**config.mk**
```make
export PLATFORM = sky130hd
export DESIGN_NAME = sdt_trig_detect
export DESIGN_NICKNAME = d
export VERILOG_FILES = /design/src/sdt_pkg.sv /design/src/sdt_trig_detect.sv
export VERILOG_INCLUDE_DIRS = /design/src
export SDC_FILE = /design/constraint.sdc
export NUM_CORES = 2
export LEC_CHECK = 0
export BUFFER_PORTS_ARGS = -buffer_cell sky130_fd_sc_hd__buf_2
export CORE_ASPECT_RATIO = 0.7
export CORE_MARGIN = 2
export CORE_UTILIZATION = 40
export DETAILED_ROUTE_END_ITERATION = 7
export PLACE_DENSITY = 0.65
export SYNTH_ARGS = -nofsm -noshare
export SYNTH_HDL_FRONTEND = slang
export SYNTH_HIERARCHICAL = 1
export SYNTH_SLANG_ARGS = --single-unit
```
**constraint.sdc**
```tcl
create_clock -name core_clk_i -period 24.6 [get_ports core_clk_i]
set_input_delay 1.23 -clock core_clk_i [delete_from_list [all_inputs] [get_ports core_clk_i]]
set_output_delay 1.23 -clock core_clk_i [all_outputs]
set_load 0.05 [all_outputs]
```
**src/sdt_map.svh**
```systemverilog
// Register map, field positions, reset values and timing figures of the trigger detector.
`ifndef SDT_MAP_SVH
`define SDT_MAP_SVH
`define SDT_A_CTRL 6'h00
`define SDT_A_PRE 6'h01
`define SDT_A_IVL 6'h02
`define SDT_A_STAT 6'h03
`define SDT_CH_BASE 3'h1
`define SDT_O_CFG 3'h0
`define SDT_O_LVL 3'h1
`define SDT_O_UP 3'h2
`define SDT_O_LO 3'h3
`define SDT_O_SLVL 3'h4
`define SDT_O_VRNG 3'h5
`define SDT_C_EN 0
`define SDT_C_RT 1
`define SDT_C_AND 2
`define SDT_C_TIM 4:3
`define SDT_C_F50 5
`define SDT_C_FSEL 8:6
`define SDT_C_RTF 9
`define SDT_G_TYPE 2:0
`define SDT_G_SLOPE 3
`define SDT_G_STYPE 6:4
`define SDT_G_SSLOPE 7
`define SDT_G_INST 8
`define SDT_CTRL_RST 32'h0000_0000
`define SDT_CFG_RST 9'h000
`define SDT_FS_OFF 3'h0
`define SDT_FTAB '{10'h000, 10'h00A, 10'h014, 10'h032, 10'h064, 10'h0C8, 10'h1F4, 10'h3E8}
`define SDT_CLK_NS 4
`define SDT_NS_PER_MS 1000000
`define SDT_US_PER_MS 1000
`define SDT_DEAD_MS 1
`define SDT_DEAD_SMP 2
`define SDT_RT_FILT_MS 10
`define SDT_RT_MIN_SMP 2
`define SDT_HZ50 50
`define SDT_HZ60 60
`define SDT_HALF_DIV 2
`define SDT_RNG_DIV 10
`define SDT_RNG_MUL 10
`endif

```
**src/sdt_pkg.sv**
```systemverilog
// Types shared by the trigger detector.
package sdt_pkg;
  typedef enum logic [2:0] {
    SDT_T_OFF, SDT_T_LEVEL, SDT_T_IN, SDT_T_OUT, SDT_T_DROP, SDT_T_JUDGE
  } sdt_type_t;
  typedef enum logic [1:0] {SDT_TM_START, SDT_TM_STOP, SDT_TM_BOTH} sdt_timing_t;
  typedef enum logic [2:0] {
    SDT_S_IDLE, SDT_S_PRE, SDT_S_WSTART, SDT_S_DEAD, SDT_S_WSTOP, SDT_S_DONE
  } sdt_state_t;
  typedef struct packed {
    logic start;
    logic stop;
  } sdt_evt_t;
endpackage

```
**src/sdt_trig_detect.sv**
```systemverilog
// Trigger detector: noise filter, channel conditions, phase sequencing and register port.
//
// The address map and the address-and-strobe port were chosen for this implementation.
`timescale 1ns/100ps
`default_nettype none
`include "sdt_map.svh"

module sdt_filter #(
  parameter int AW = 24
) (
  // Clock and reset
  input  wire logic          core_clk_i,
  input  wire logic          rst_i,
  // Control
  input  wire logic          clr_i,
  input  wire logic          step_i,
  input  wire logic          cond_i,
  input  wire logic          rt_i,
  input  wire logic          rt_on_i,
  input  wire logic [2:0]    sel_i,
  input  wire logic [AW-1:0] ivl_us_i,
  // Result
  output logic               pass_o
);
  localparam logic [9:0] FTAB [8] = `SDT_FTAB;
  localparam logic [AW:0] RT_US = (AW+1)'(`SDT_RT_FILT_MS * `SDT_US_PER_MS);
  localparam logic [10:0] RT_MIN = 11'(`SDT_RT_MIN_SMP);
  logic [9:0]    cnt_r;
  logic [9:0]    cnt_nxt;
  logic [AW-1:0] acc_r;
  logic [AW-1:0] acc_nxt;
  wire [10:0]    cnt_inc = {1'b0, cnt_r} + 11'h001;
  wire [AW:0]    acc_sum = {1'b0, acc_r} + {1'b0, ivl_us_i};
  wire [9:0]     need = FTAB[sel_i];
  wire           drop_cnt = clr_i || (step_i && !cond_i);
  wire           hs_ok = (sel_i == `SDT_FS_OFF) || ({1'b0, need} <= cnt_inc); // [RL8] [RL9]
  wire           long_ivl = {1'b0, ivl_us_i} >= RT_US;
  // A long recording interval falls back to a count of samples.
  wire           rt_ok = !rt_on_i || (acc_sum >= RT_US
                         && (!long_ivl || cnt_inc >= RT_MIN)); // [RL10] [RL11]

  assign pass_o = cond_i && (rt_i ? rt_ok : hs_ok);
  assign cnt_nxt = drop_cnt ? '0 : (step_i && !(&cnt_r)) ? cnt_inc[9:0] : cnt_r; // [RL22]
  assign acc_nxt = drop_cnt ? '0 : !step_i ? acc_r :
                   acc_sum[AW] ? '1 : acc_sum[AW-1:0];

  always_ff @(posedge core_clk_i or posedge rst_i) begin
    if (rst_i) begin
      cnt_r <= '0;
      acc_r <= '0;
    end else begin
      cnt_r <= cnt_nxt;
      acc_r <= acc_nxt;
    end
  end
endmodule

// Summary of operation
// [RL1] Pre-trigger fill first, then wait for trigger.
// [RL2] Triggers ignored during pre-trigger fill.
// [RL3] Edge mode rising slope: fire crossing upward.
// [RL4] Edge mode falling slope: fire crossing downward.
// [RL5] All mode: above for high, below for low.
// [RL6] In-window fires on entering the band.
// [RL7] Out-of-window fires on leaving the band.
// [RL8] Filter: condition must hold whole filter period.
// [RL9] Ten-sample filter needs ten consecutive hits.
// [RL10] Real-time filter on means ten milliseconds.
// [RL11] Real-time interval of 10 ms: two samples.
// [RL12] Drop fires: peak below level half cycle.
// [RL13] Drop and judgment: high-speed, instantaneous only.
// [RL14] Drop half-cycle uses 50 or 60 Hz.
// [RL15] Drop level clamped to range/10..range*10.
// [RL16] Judgment fires when leaving the judgment range.
// [RL17] Real-time stop timing uses own stop condition.
// [RL18] Triggers on hidden channels stay active.
// [RL19] Edge mode fires on unmet-to-met change only.
// [RL20] All mode fires whenever all conditions met.
// [RL21] Stop ignored for max(1 ms, two samples).
// [RL22] Filter count restarts; evaluate once per sample.
module sdt_trig_detect #(
  parameter int NCH = 4,
  parameter int SW = 16,
  parameter int AW = 24,
  parameter int HCW = 20,
  parameter int SAMPLE_HZ = 1000000,
  parameter int DEAD_CYC = `SDT_DEAD_MS * `SDT_NS_PER_MS / `SDT_CLK_NS
) (
  // Clock and reset
  input  wire logic            core_clk_i,
  input  wire logic            rst_i,
  // Register port
  input  wire logic [5:0]      reg_addr_i,
  input  wire logic [31:0]     reg_wdata_i,
  input  wire logic            reg_wr_i,
  input  wire logic            reg_rd_i,
  output logic [31:0]          reg_rdata_o,
  // Sample stream
  input  wire logic            smp_valid_i,
  input  wire logic [NCH*SW-1:0] smp_data_i,
  // Acquisition control
  input  wire logic            meas_start_i,
  output var sdt_pkg::sdt_evt_t trig_o,
  output logic                 pre_wait_o,
  output logic                 trig_wait_o
);
  localparam int DCW = $clog2(DEAD_CYC + 1);
  localparam logic [HCW-1:0] H50 = HCW'(SAMPLE_HZ / (`SDT_HALF_DIV * `SDT_HZ50));
  localparam logic [HCW-1:0] H60 = HCW'(SAMPLE_HZ / (`SDT_HALF_DIV * `SDT_HZ60));
  localparam logic [DCW-1:0] DEAD_N = DCW'(DEAD_CYC);
  localparam logic [1:0] DEAD_S = 2'(`SDT_DEAD_SMP);

  logic [31:0]            ctrl_r;
  logic [31:0]            pre_r;
  logic [AW-1:0]          ivl_r;
  logic [31:0]            pre_cnt_r;
  logic [DCW-1:0]         dcyc_r;
  logic [1:0]             dsmp_r;
  logic                   seen_s_r;
  logic                   seen_p_r;
  sdt_pkg::sdt_state_t    state_r;
  sdt_pkg::sdt_state_t    state_nxt;
  sdt_pkg::sdt_timing_t   tim;
  sdt_pkg::sdt_evt_t      trig_nxt;
  logic [NCH-1:0]         act_s;
  logic [NCH-1:0]         met_s;
  logic [NCH-1:0]         rise_s;
  logic [NCH-1:0]         act_p;
  logic [NCH-1:0]         met_p;
  logic [NCH-1:0]         rise_p;
  logic [NCH-1:0][31:0]   ch_rd;
  logic [31:0]            rd_val;

  function automatic logic lvl_met(input logic signed [SW-1:0] v, input logic signed [SW-1:0] l,
                                   input logic fall, input logic andm);
    lvl_met = andm ? (fall ? v < l : v > l) : (fall ? v <= l : v >= l);
  endfunction

  // Sample strobe, restart and control word fields.
  wire       step = smp_valid_i;
  wire       clr = meas_start_i;
  wire       en = ctrl_r[`SDT_C_EN];
  wire       rt = ctrl_r[`SDT_C_RT];
  wire       and_m = ctrl_r[`SDT_C_AND];
  wire       f50 = ctrl_r[`SDT_C_F50];
  wire [2:0] fsel = ctrl_r[`SDT_C_FSEL];
  wire       rtf = ctrl_r[`SDT_C_RTF];
  wire [HCW-1:0] half = f50 ? H50 : H60; // [RL14]
  // High-speed operation has no stop timing.
  assign tim = rt ? sdt_pkg::sdt_timing_t'(ctrl_r[`SDT_C_TIM]) : sdt_pkg::SDT_TM_START;

  // Global register decode.
  wire wr_ctrl = reg_wr_i && reg_addr_i == `SDT_A_CTRL;
  wire wr_pre = reg_wr_i && reg_addr_i == `SDT_A_PRE;
  wire wr_ivl = reg_wr_i && reg_addr_i == `SDT_A_IVL;

  always_ff @(posedge core_clk_i or posedge rst_i) begin
    if (rst_i) begin
      ctrl_r <= `SDT_CTRL_RST;
      pre_r <= '0;
      ivl_r <= '0;
    end else begin
      if (wr_ctrl) ctrl_r <= reg_wdata_i;
      if (wr_pre) pre_r <= reg_wdata_i;
      if (wr_ivl) ivl_r <= reg_wdata_i[AW-1:0];
    end
  end

  for (genvar c = 0; c < NCH; c++) begin : g_ch
    logic [8:0]     cfg_r;
    logic [SW-1:0]  lvl_r;
    logic [SW-1:0]  up_r;
    logic [SW-1:0]  lo_r;
    logic [SW-1:0]  slvl_r;
    logic [SW-1:0]  vrng_r;
    logic [HCW-1:0] dcnt_r;
    logic           prev_s_r;
    logic           prev_p_r;
    logic           s_f;
    logic           p_f;
    sdt_pkg::sdt_type_t ttype;
    sdt_pkg::sdt_type_t ptype;
    sdt_pkg::sdt_type_t st;
    sdt_pkg::sdt_type_t sp;

    wire hit = reg_wr_i && reg_addr_i[5:3] == 3'(c) + `SDT_CH_BASE;
    wire [2:0] off = reg_addr_i[2:0];

    always_ff @(posedge core_clk_i or posedge rst_i) begin
      if (rst_i) begin
        cfg_r <= `SDT_CFG_RST;
        lvl_r <= '0;
        up_r <= '0;
        lo_r <= '0;
        slvl_r <= '0;
        vrng_r <= '0;
      end else if (hit) begin
        if (off == `SDT_O_CFG) cfg_r <= reg_wdata_i[8:0];
        if (off == `SDT_O_LVL) lvl_r <= reg_wdata_i[SW-1:0];
        if (off == `SDT_O_UP) up_r <= reg_wdata_i[SW-1:0];
        if (off == `SDT_O_LO) lo_r <= reg_wdata_i[SW-1:0];
        if (off == `SDT_O_SLVL) slvl_r <= reg_wdata_i[SW-1:0];
        if (off == `SDT_O_VRNG) vrng_r <= reg_wdata_i[SW-1:0];
      end
    end

    assign ch_rd[c] = off == `SDT_O_CFG ? 32'(cfg_r) : off == `SDT_O_LVL ? 32'(lvl_r) :
                      off == `SDT_O_UP ? 32'(up_r) : off == `SDT_O_LO ? 32'(lo_r) :
                      off == `SDT_O_SLVL ? 32'(slvl_r) : off == `SDT_O_VRNG ? 32'(vrng_r) : '0;

    // Display or recording switches do not reach this logic, so hidden channels still trigger.
    wire signed [SW-1:0] x = $signed(smp_data_i[c*SW +: SW]); // [RL18]
    wire in_band = x <= $signed(up_r) && x >= $signed(lo_r);
    wire inst_ok = !rt && cfg_r[`SDT_G_INST];
    assign ttype = sdt_pkg::sdt_type_t'(cfg_r[`SDT_G_TYPE]);
    assign ptype = sdt_pkg::sdt_type_t'(cfg_r[`SDT_G_STYPE]);
    wire hs_only = ttype == sdt_pkg::SDT_T_DROP || ttype == sdt_pkg::SDT_T_JUDGE;
    assign st = (hs_only && !inst_ok) || ttype > sdt_pkg::SDT_T_JUDGE ?
                sdt_pkg::SDT_T_OFF : ttype; // [RL13]
    // Stop conditions exist only in real-time operation, where drop and judgment are absent.
    assign sp = ptype == sdt_pkg::SDT_T_LEVEL || ptype == sdt_pkg::SDT_T_IN ||
                ptype == sdt_pkg::SDT_T_OUT ? ptype : sdt_pkg::SDT_T_OFF;

    // The drop level is an instantaneous magnitude held inside the channel range limits.
    wire [SW:0]   ax = x[SW-1] ? (SW+1)'(-{x[SW-1], x}) : {1'b0, x};
    wire [SW-1:0] vr_lo = vrng_r / SW'(`SDT_RNG_DIV);
    wire [SW+3:0] vr_hi = {4'h0, vrng_r} * (SW+4)'(`SDT_RNG_MUL);
    wire [SW-1:0] lvl_u = lvl_r[SW-1] ? '0 : lvl_r;
    wire [SW+3:0] dlvl = lvl_u < vr_lo ? {4'h0, vr_lo} :
                         {4'h0, lvl_u} > vr_hi ? vr_hi : {4'h0, lvl_u}; // [RL15]
    wire          below = {3'h0, ax} < dlvl;
    wire [HCW:0]  dinc = {1'b0, dcnt_r} + (HCW+1)'(1'b1);
    wire          drop_c = below && dinc >= {1'b0, half}; // [RL12]

    wire s_raw = st == sdt_pkg::SDT_T_LEVEL ?
                 lvl_met(x, $signed(lvl_r), cfg_r[`SDT_G_SLOPE], and_m) : // [RL3] [RL4] [RL5]
                 st == sdt_pkg::SDT_T_IN ? in_band : // [RL6]
                 st == sdt_pkg::SDT_T_OUT ? !in_band : // [RL7]
                 st == sdt_pkg::SDT_T_JUDGE ? !in_band : // [RL16]
                 st == sdt_pkg::SDT_T_DROP ? drop_c : 1'b0;
    wire p_raw = sp == sdt_pkg::SDT_T_LEVEL ?
                 lvl_met(x, $signed(slvl_r), cfg_r[`SDT_G_SSLOPE], and_m) :
                 sp == sdt_pkg::SDT_T_IN ? in_band :
                 sp == sdt_pkg::SDT_T_OUT ? !in_band : 1'b0; // [RL17]

    sdt_filter #(.AW(AW)) u_fs (
      .core_clk_i (core_clk_i),
      .rst_i      (rst_i),
      .clr_i      (clr),
      .step_i     (step),
      .cond_i     (s_raw),
      .rt_i       (rt),
      .rt_on_i    (rtf),
      .sel_i      (fsel),
      .ivl_us_i   (ivl_r),
      .pass_o     (s_f)
    );
    sdt_filter #(.AW(AW)) u_fp (
      .core_clk_i (core_clk_i),
      .rst_i      (rst_i),
      .clr_i      (clr),
      .step_i     (step),
      .cond_i     (p_raw),
      .rt_i       (rt),
      .rt_on_i    (rtf),
      .sel_i      (fsel),
      .ivl_us_i   (ivl_r),
      .pass_o     (p_f)
    );

    // Previous state starts as met, so a condition already true at start cannot make an edge.
    always_ff @(posedge core_clk_i or posedge rst_i) begin
      if (rst_i) begin
        dcnt_r <= '0;
        prev_s_r <= 1'b1;
        prev_p_r <= 1'b1;
      end else if (clr) begin
        dcnt_r <= '0;
        prev_s_r <= 1'b1; // [RL19]
        prev_p_r <= 1'b1;
      end else if (step) begin
        dcnt_r <= !below ? '0 : dinc[HCW] ? dcnt_r : dinc[HCW-1:0];
        prev_s_r <= s_f;
        prev_p_r <= p_f;
      end
    end

    assign act_s[c] = st != sdt_pkg::SDT_T_OFF;
    assign met_s[c] = s_f;
    assign rise_s[c] = s_f && !prev_s_r;
    assign act_p[c] = sp != sdt_pkg::SDT_T_OFF;
    assign met_p[c] = p_f;
    assign rise_p[c] = p_f && !prev_p_r;
  end

  // Source combination, evaluated once per sample.
  wire all_s = &(met_s | ~act_s); // [RL20]
  wire any_s = |(rise_s & act_s); // [RL19]
  wire all_p = &(met_p | ~act_p);
  wire any_p = |(rise_p & act_p);
  wire fire_s = step && en && |act_s && (and_m ? all_s : any_s); // [RL22]
  wire fire_p = step && en && rt && |act_p && (and_m ? all_p : any_p); // [RL17]
  wire pre_done = pre_cnt_r >= pre_r;
  wire dead_done = dcyc_r >= DEAD_N && dsmp_r >= DEAD_S; // [RL21]
  wire in_pre = state_r == sdt_pkg::SDT_S_PRE;
  wire in_dead = state_r == sdt_pkg::SDT_S_DEAD;

  always_comb begin
    state_nxt = state_r;
    if (clr) begin
      state_nxt = sdt_pkg::SDT_S_PRE; // [RL1]
    end else begin
      unique case (state_r)
        sdt_pkg::SDT_S_IDLE, sdt_pkg::SDT_S_DONE: begin
          state_nxt = state_r;
        end
        sdt_pkg::SDT_S_PRE: begin
          if (pre_done) begin
            state_nxt = tim == sdt_pkg::SDT_TM_STOP ? sdt_pkg::SDT_S_WSTOP :
                        sdt_pkg::SDT_S_WSTART; // [RL1]
          end
        end
        sdt_pkg::SDT_S_WSTART: begin
          if (fire_s) begin
            state_nxt = tim == sdt_pkg::SDT_TM_BOTH ? sdt_pkg::SDT_S_DEAD : sdt_pkg::SDT_S_DONE;
          end
        end
        sdt_pkg::SDT_S_DEAD: begin
          if (dead_done) state_nxt = sdt_pkg::SDT_S_WSTOP; // [RL21]
        end
        sdt_pkg::SDT_S_WSTOP: begin
          if (fire_p) state_nxt = sdt_pkg::SDT_S_DONE;
        end
        default: begin
          state_nxt = sdt_pkg::SDT_S_IDLE;
        end
      endcase
    end
  end

  // Triggers pass only in the waiting states, never while the pre-trigger fills.
  assign trig_nxt.start = !clr && state_r == sdt_pkg::SDT_S_WSTART && fire_s; // [RL2]
  assign trig_nxt.stop = !clr && state_r == sdt_pkg::SDT_S_WSTOP && fire_p; // [RL21]

  always_ff @(posedge core_clk_i or posedge rst_i) begin
    if (rst_i) begin
      state_r <= sdt_pkg::SDT_S_IDLE;
      trig_o <= '0;
      pre_cnt_r <= '0;
    end else begin
      state_r <= state_nxt;
      trig_o <= trig_nxt;
      pre_cnt_r <= clr ? '0 : (in_pre && step) ? pre_cnt_r + 32'h0000_0001 : pre_cnt_r;
    end
  end

  // Dead time needs both the clock count and the sample count to expire.
  always_ff @(posedge core_clk_i or posedge rst_i) begin
    if (rst_i) begin
      dcyc_r <= '0;
      dsmp_r <= '0;
    end else begin
      dcyc_r <= !in_dead ? '0 : dcyc_r < DEAD_N ? dcyc_r + DCW'(1'b1) : dcyc_r;
      dsmp_r <= !in_dead ? '0 : (step && dsmp_r < DEAD_S) ? dsmp_r + 2'h1 : dsmp_r;
    end
  end

  // Sticky fire flags: the restart clears them and blocks any trigger in the same cycle.
  always_ff @(posedge core_clk_i or posedge rst_i) begin
    if (rst_i) begin
      seen_s_r <= 1'b0;
      seen_p_r <= 1'b0;
    end else begin
      seen_s_r <= trig_nxt.start || (seen_s_r && !clr);
      seen_p_r <= trig_nxt.stop || (seen_p_r && !clr);
    end
  end

  // Read path: data stand only in the cycle after the read strobe.
  wire [2:0] rch = reg_addr_i[5:3] - `SDT_CH_BASE;
  wire       rch_ok = reg_addr_i[5:3] >= `SDT_CH_BASE && {1'b0, rch} < 4'(NCH);
  assign rd_val = reg_addr_i == `SDT_A_CTRL ? ctrl_r :
                  reg_addr_i == `SDT_A_PRE ? pre_r :
                  reg_addr_i == `SDT_A_IVL ? 32'(ivl_r) :
                  reg_addr_i == `SDT_A_STAT ? 32'({seen_p_r, seen_s_r, state_r}) :
                  rch_ok ? ch_rd[rch] : '0;

  always_ff @(posedge core_clk_i or posedge rst_i) begin
    if (rst_i) begin
      reg_rdata_o <= '0;
    end else begin
      reg_rdata_o <= reg_rd_i ? rd_val : '0;
    end
  end

  assign pre_wait_o = in_pre;
  assign trig_wait_o = state_r == sdt_pkg::SDT_S_WSTART || state_r == sdt_pkg::SDT_S_WSTOP;
endmodule
`default_nettype wire

```
==> impl_results.md <==
* Status: finished clean
* Total setup buffers inserted after CTS at 0
* Footprint of the multi-input gates at 0.05538 mm2
* Commonest cells in the netlist: ha_1 (897), dfrtp_1 (887), nand2_1 (836)
* Synth warn at 6
* First-pass GRT wire length at 430100 um
* Clock buffer depth at 3
* Main area contributors after synthesis: dfrtp_1 (27%), ha_1 (14%), mux2_2 (4.4%), o21ai_0 (4.3%), a21oi_1 (3.9%)
* Pleak at 0.04019 uW
* Power, Total at 6835 uW
* Nets at 10600
* Netlist cell types at 134
* Critical path class: flip-flop to flip-flop
* Worst R2R Path Depth at 51
* Fin crit share at 53.75%
* CTS H-tree lvls at 3
* Largest area contributor in the netlist: dfrtp_1
* Worst EP required at 25220 ps
* Number of flops mapped to enable cells by yosys at 0
* MaxCap Viol Count at 0
* Total gr overflow at 0
* Initial antenna violation count at 38
* HP Start: g_ch[3].u_fs/acc_r[18]
* Vias per cell at 6.102
* Worst Hold Path Cells at 1
* Slew HR at 10.43%
* Worst r2r dst: state_r[2]
* Final-report setup violation count at 0
* Final GP Congestion at 0.9760
* Number of global-route vias before repair at 69990
* Seq cells post-synth at 895
* Slowest CP cell: dfrtp_1
* Fmax at 75.62 MHz
* Post_cts resized at 0
* VDD IR max at 0.06710 mV
* DIE WIDTH at 544.3 um
* Antenna Nets Post-Route at 0
* Final WL at 281700 um
* Top-count cell post-synth: ha_1
* CP endpoint kind: flip-flop
* I/O Pins at 144
* Core ar. at 0.2025 mm2
* Syn_area_per_cell at 8.441 um2
* FFs w/ async S/R, synth at 100.0%
* Sequential area share after synthesis at 27.41%
* Via count at 75740
* DR WL/cell at 22.69 um
* CTS Sinks at 895
* Setup TNS at 0 ps
* Share of layout cells above drive strength 1 at 10.59%
* Die Area at 0.2081 mm2
* Cell mode on critical path: a21oi_1
* Post-synth top flop: dfrtp_1
* Hold-fix buffers at CTS at 0
* Fillers at 19570
* CTS tree: yes
* Area Growth Syn to Fin at 8.326%
* Initial core utilization at 40.36%
* RSZ-0062 raised after global routing: false
* Initial DRT Pass Iterations at 7
* Initial drt markers at 8584
* CP startpoint: g_ch[0].vrng_r[10]
* Design area at 0.08855 mm2
* HP Class: flip-flop to flip-flop
* Port Buffers at 143
* Clk Latency, worst-skew pair at 760 ps
* Largest net degree at the start of global routing at 146
* Drc violations at 0
* CP max FO at 29
* Clock-pin slew on the worst setup and hold paths at 70 ps
* Clock Skews at 56.29 ps
* Fin Hold WS at 479.9 ps
* DP Area at 0.08487 mm2
* Final Max Tran Viols at 0
* Total area of sequential cells at 0.02241 mm2
* Netlist Area Pre-Place at 0.08175 mm2
* Std-Cell Rows at 138
* WHS Endpoint: g_ch[3].u_fs/acc_r[18]
* Detail Placement HPWL at 204100 um
* Worst R2R Setup Slack at 11380 ps
* Post-Syn Instances at 9684
* Worst-margin pin slew at 1326 ps
* Finished Core Util at 43.72%
* Critical Path Max Stage Delay at 740 ps
* Final min period at 13220 ps
* Die Y-Extent at 382.2 um
* Root Driver: clkbuf_16
* Critical Path Source Type: flip-flop
* Crit path DAT at 13850 ps
* Tot GR Track Use at 26.27%
* PD cells at 77.18 mW/mm2
* R2R Path Start: g_ch[0].vrng_r[10]
* Final hold vios at 0
* CTS buffer count at 102
* Yosys top cell area share at 27.15%
## state kept, by name (all words and copies together) (netlist names), 36 cells and up
signal / flops
g_ch.lvl_r: 64
g_ch.u_fp/acc_r: 96
g_ch.vrng_r: 64
g_ch.slvl_r: 64
g_ch.dcnt_r: 80
g_ch.u_fs/acc_r: 96
g_ch.up_r: 64
g_ch.u_fs/cnt_r: 40
g_ch.u_fp/cnt_r: 40
g_ch.cfg_r: 36
g_ch.lo_r: 64
## power breakdown
group / leakage [uW] / switching [uW] / internal (uW) / total, uW
Combinational: 0.0268 / 2050 / 1250 / 3300
Clock: 0.00175 / 727 / 962 / 1690
Sequential: 0.0116 / 238 / 1610 / 1850
## cells in the final DEF (no fill, tap or decap), types with 58 or more instances in the layout
master,count
nand2b_1,169
inv_1,523
xor2_1,238
o22ai_1,88
a21oi_1,641
mux2_2,323
clkbuf_16,103
o21a_1,58
nor4_1,72
a211oi_1,101
nor2b_1,178
dfrtp_1,883
ha_1,896
a211oi_2,70
o21ai_0,698
a21o_1,216
mux2i_1,176
nand3_1,226
nand4_1,181
buf_2,140
and3_1,133
nor2_1,817
a31oi_1,87
nand2_1,833
o211ai_1,113
a21boi_0,63
nor3_1,173
xnor2_1,239
buf_4,113
## how the worst max path moves through the flow
| stage | slack, ps | cells after the start | to |
|---|---|---|---|
| after floorplan | 5940 | 1 | ctrl_r[0] |
| final | 11380 | 51 | state_r[2] |
| after global placement | 11780 | 52 | state_r[2] |
| after global routing | 10310 | 51 | state_r[2] |
| after CTS | 11630 | 51 | state_r[2] |
| after detailed placement | 11740 | 51 | state_r[2] |
## critical path: cells and delay by family, from the launching register on
kind	cells	cell delay, ps
AOI/OAI and AO/OA	25	6200
adders and majority gates	2	570
and+or+nand+nor	19	4140
buffers and inverters	3	690
DFF	1	740
muxes	2	690
## logic make-up after synthesis
logic type               after synthesis  synth area share, %
AND/OR/NAND/NOR                     3124                18.79
AO/OA/AOI/OAI                       2725                22.33
buffers and inverters               1019                4.988
adder cells (fa/ha/maj)              919                14.15
flip-flops                           895                27.41
multiplexers                         522                7.197
XOR/XNOR                             478                5.131
other                                  2             0.009187
## metrics by stage
step                instances  worst slack (ps)
CTS                     12400             11630
global route            12410             10310
global placement        12200             11780
detailed placement      12200             11740
finish                  12410             11380
floorplan                9694              5936
## per-layer routing
| metal | global-route usage, % | routed length (um) | part of all wire (%) | vias to the layer above |
|---|---|---|---|---|
| met3 | 5.152 | 27210 | 9.7 | 479 |
| li1 | - | - | - | 35160 |
| met5 | 0 | 22 | 0.0078 | - |
| met4 | 8.443 | 10230 | 3.6 | 4 |
| met1 | 39.58 | 131100 | 47 | 36880 |
| met2 | 36.99 | 113100 | 40 | 3225 |
## cell type report
type	instances	share of cell area, %
antenna	18	0.05087
inverter	542	2.306
clock inverter	52	0.8280
clock buffer	139	3.278
timing repair buffer	257	1.827
tap	2730	3.857
multi-input combinational	7780	62.54
sequential	895	25.31
Power figures use the tool's default switching activity.
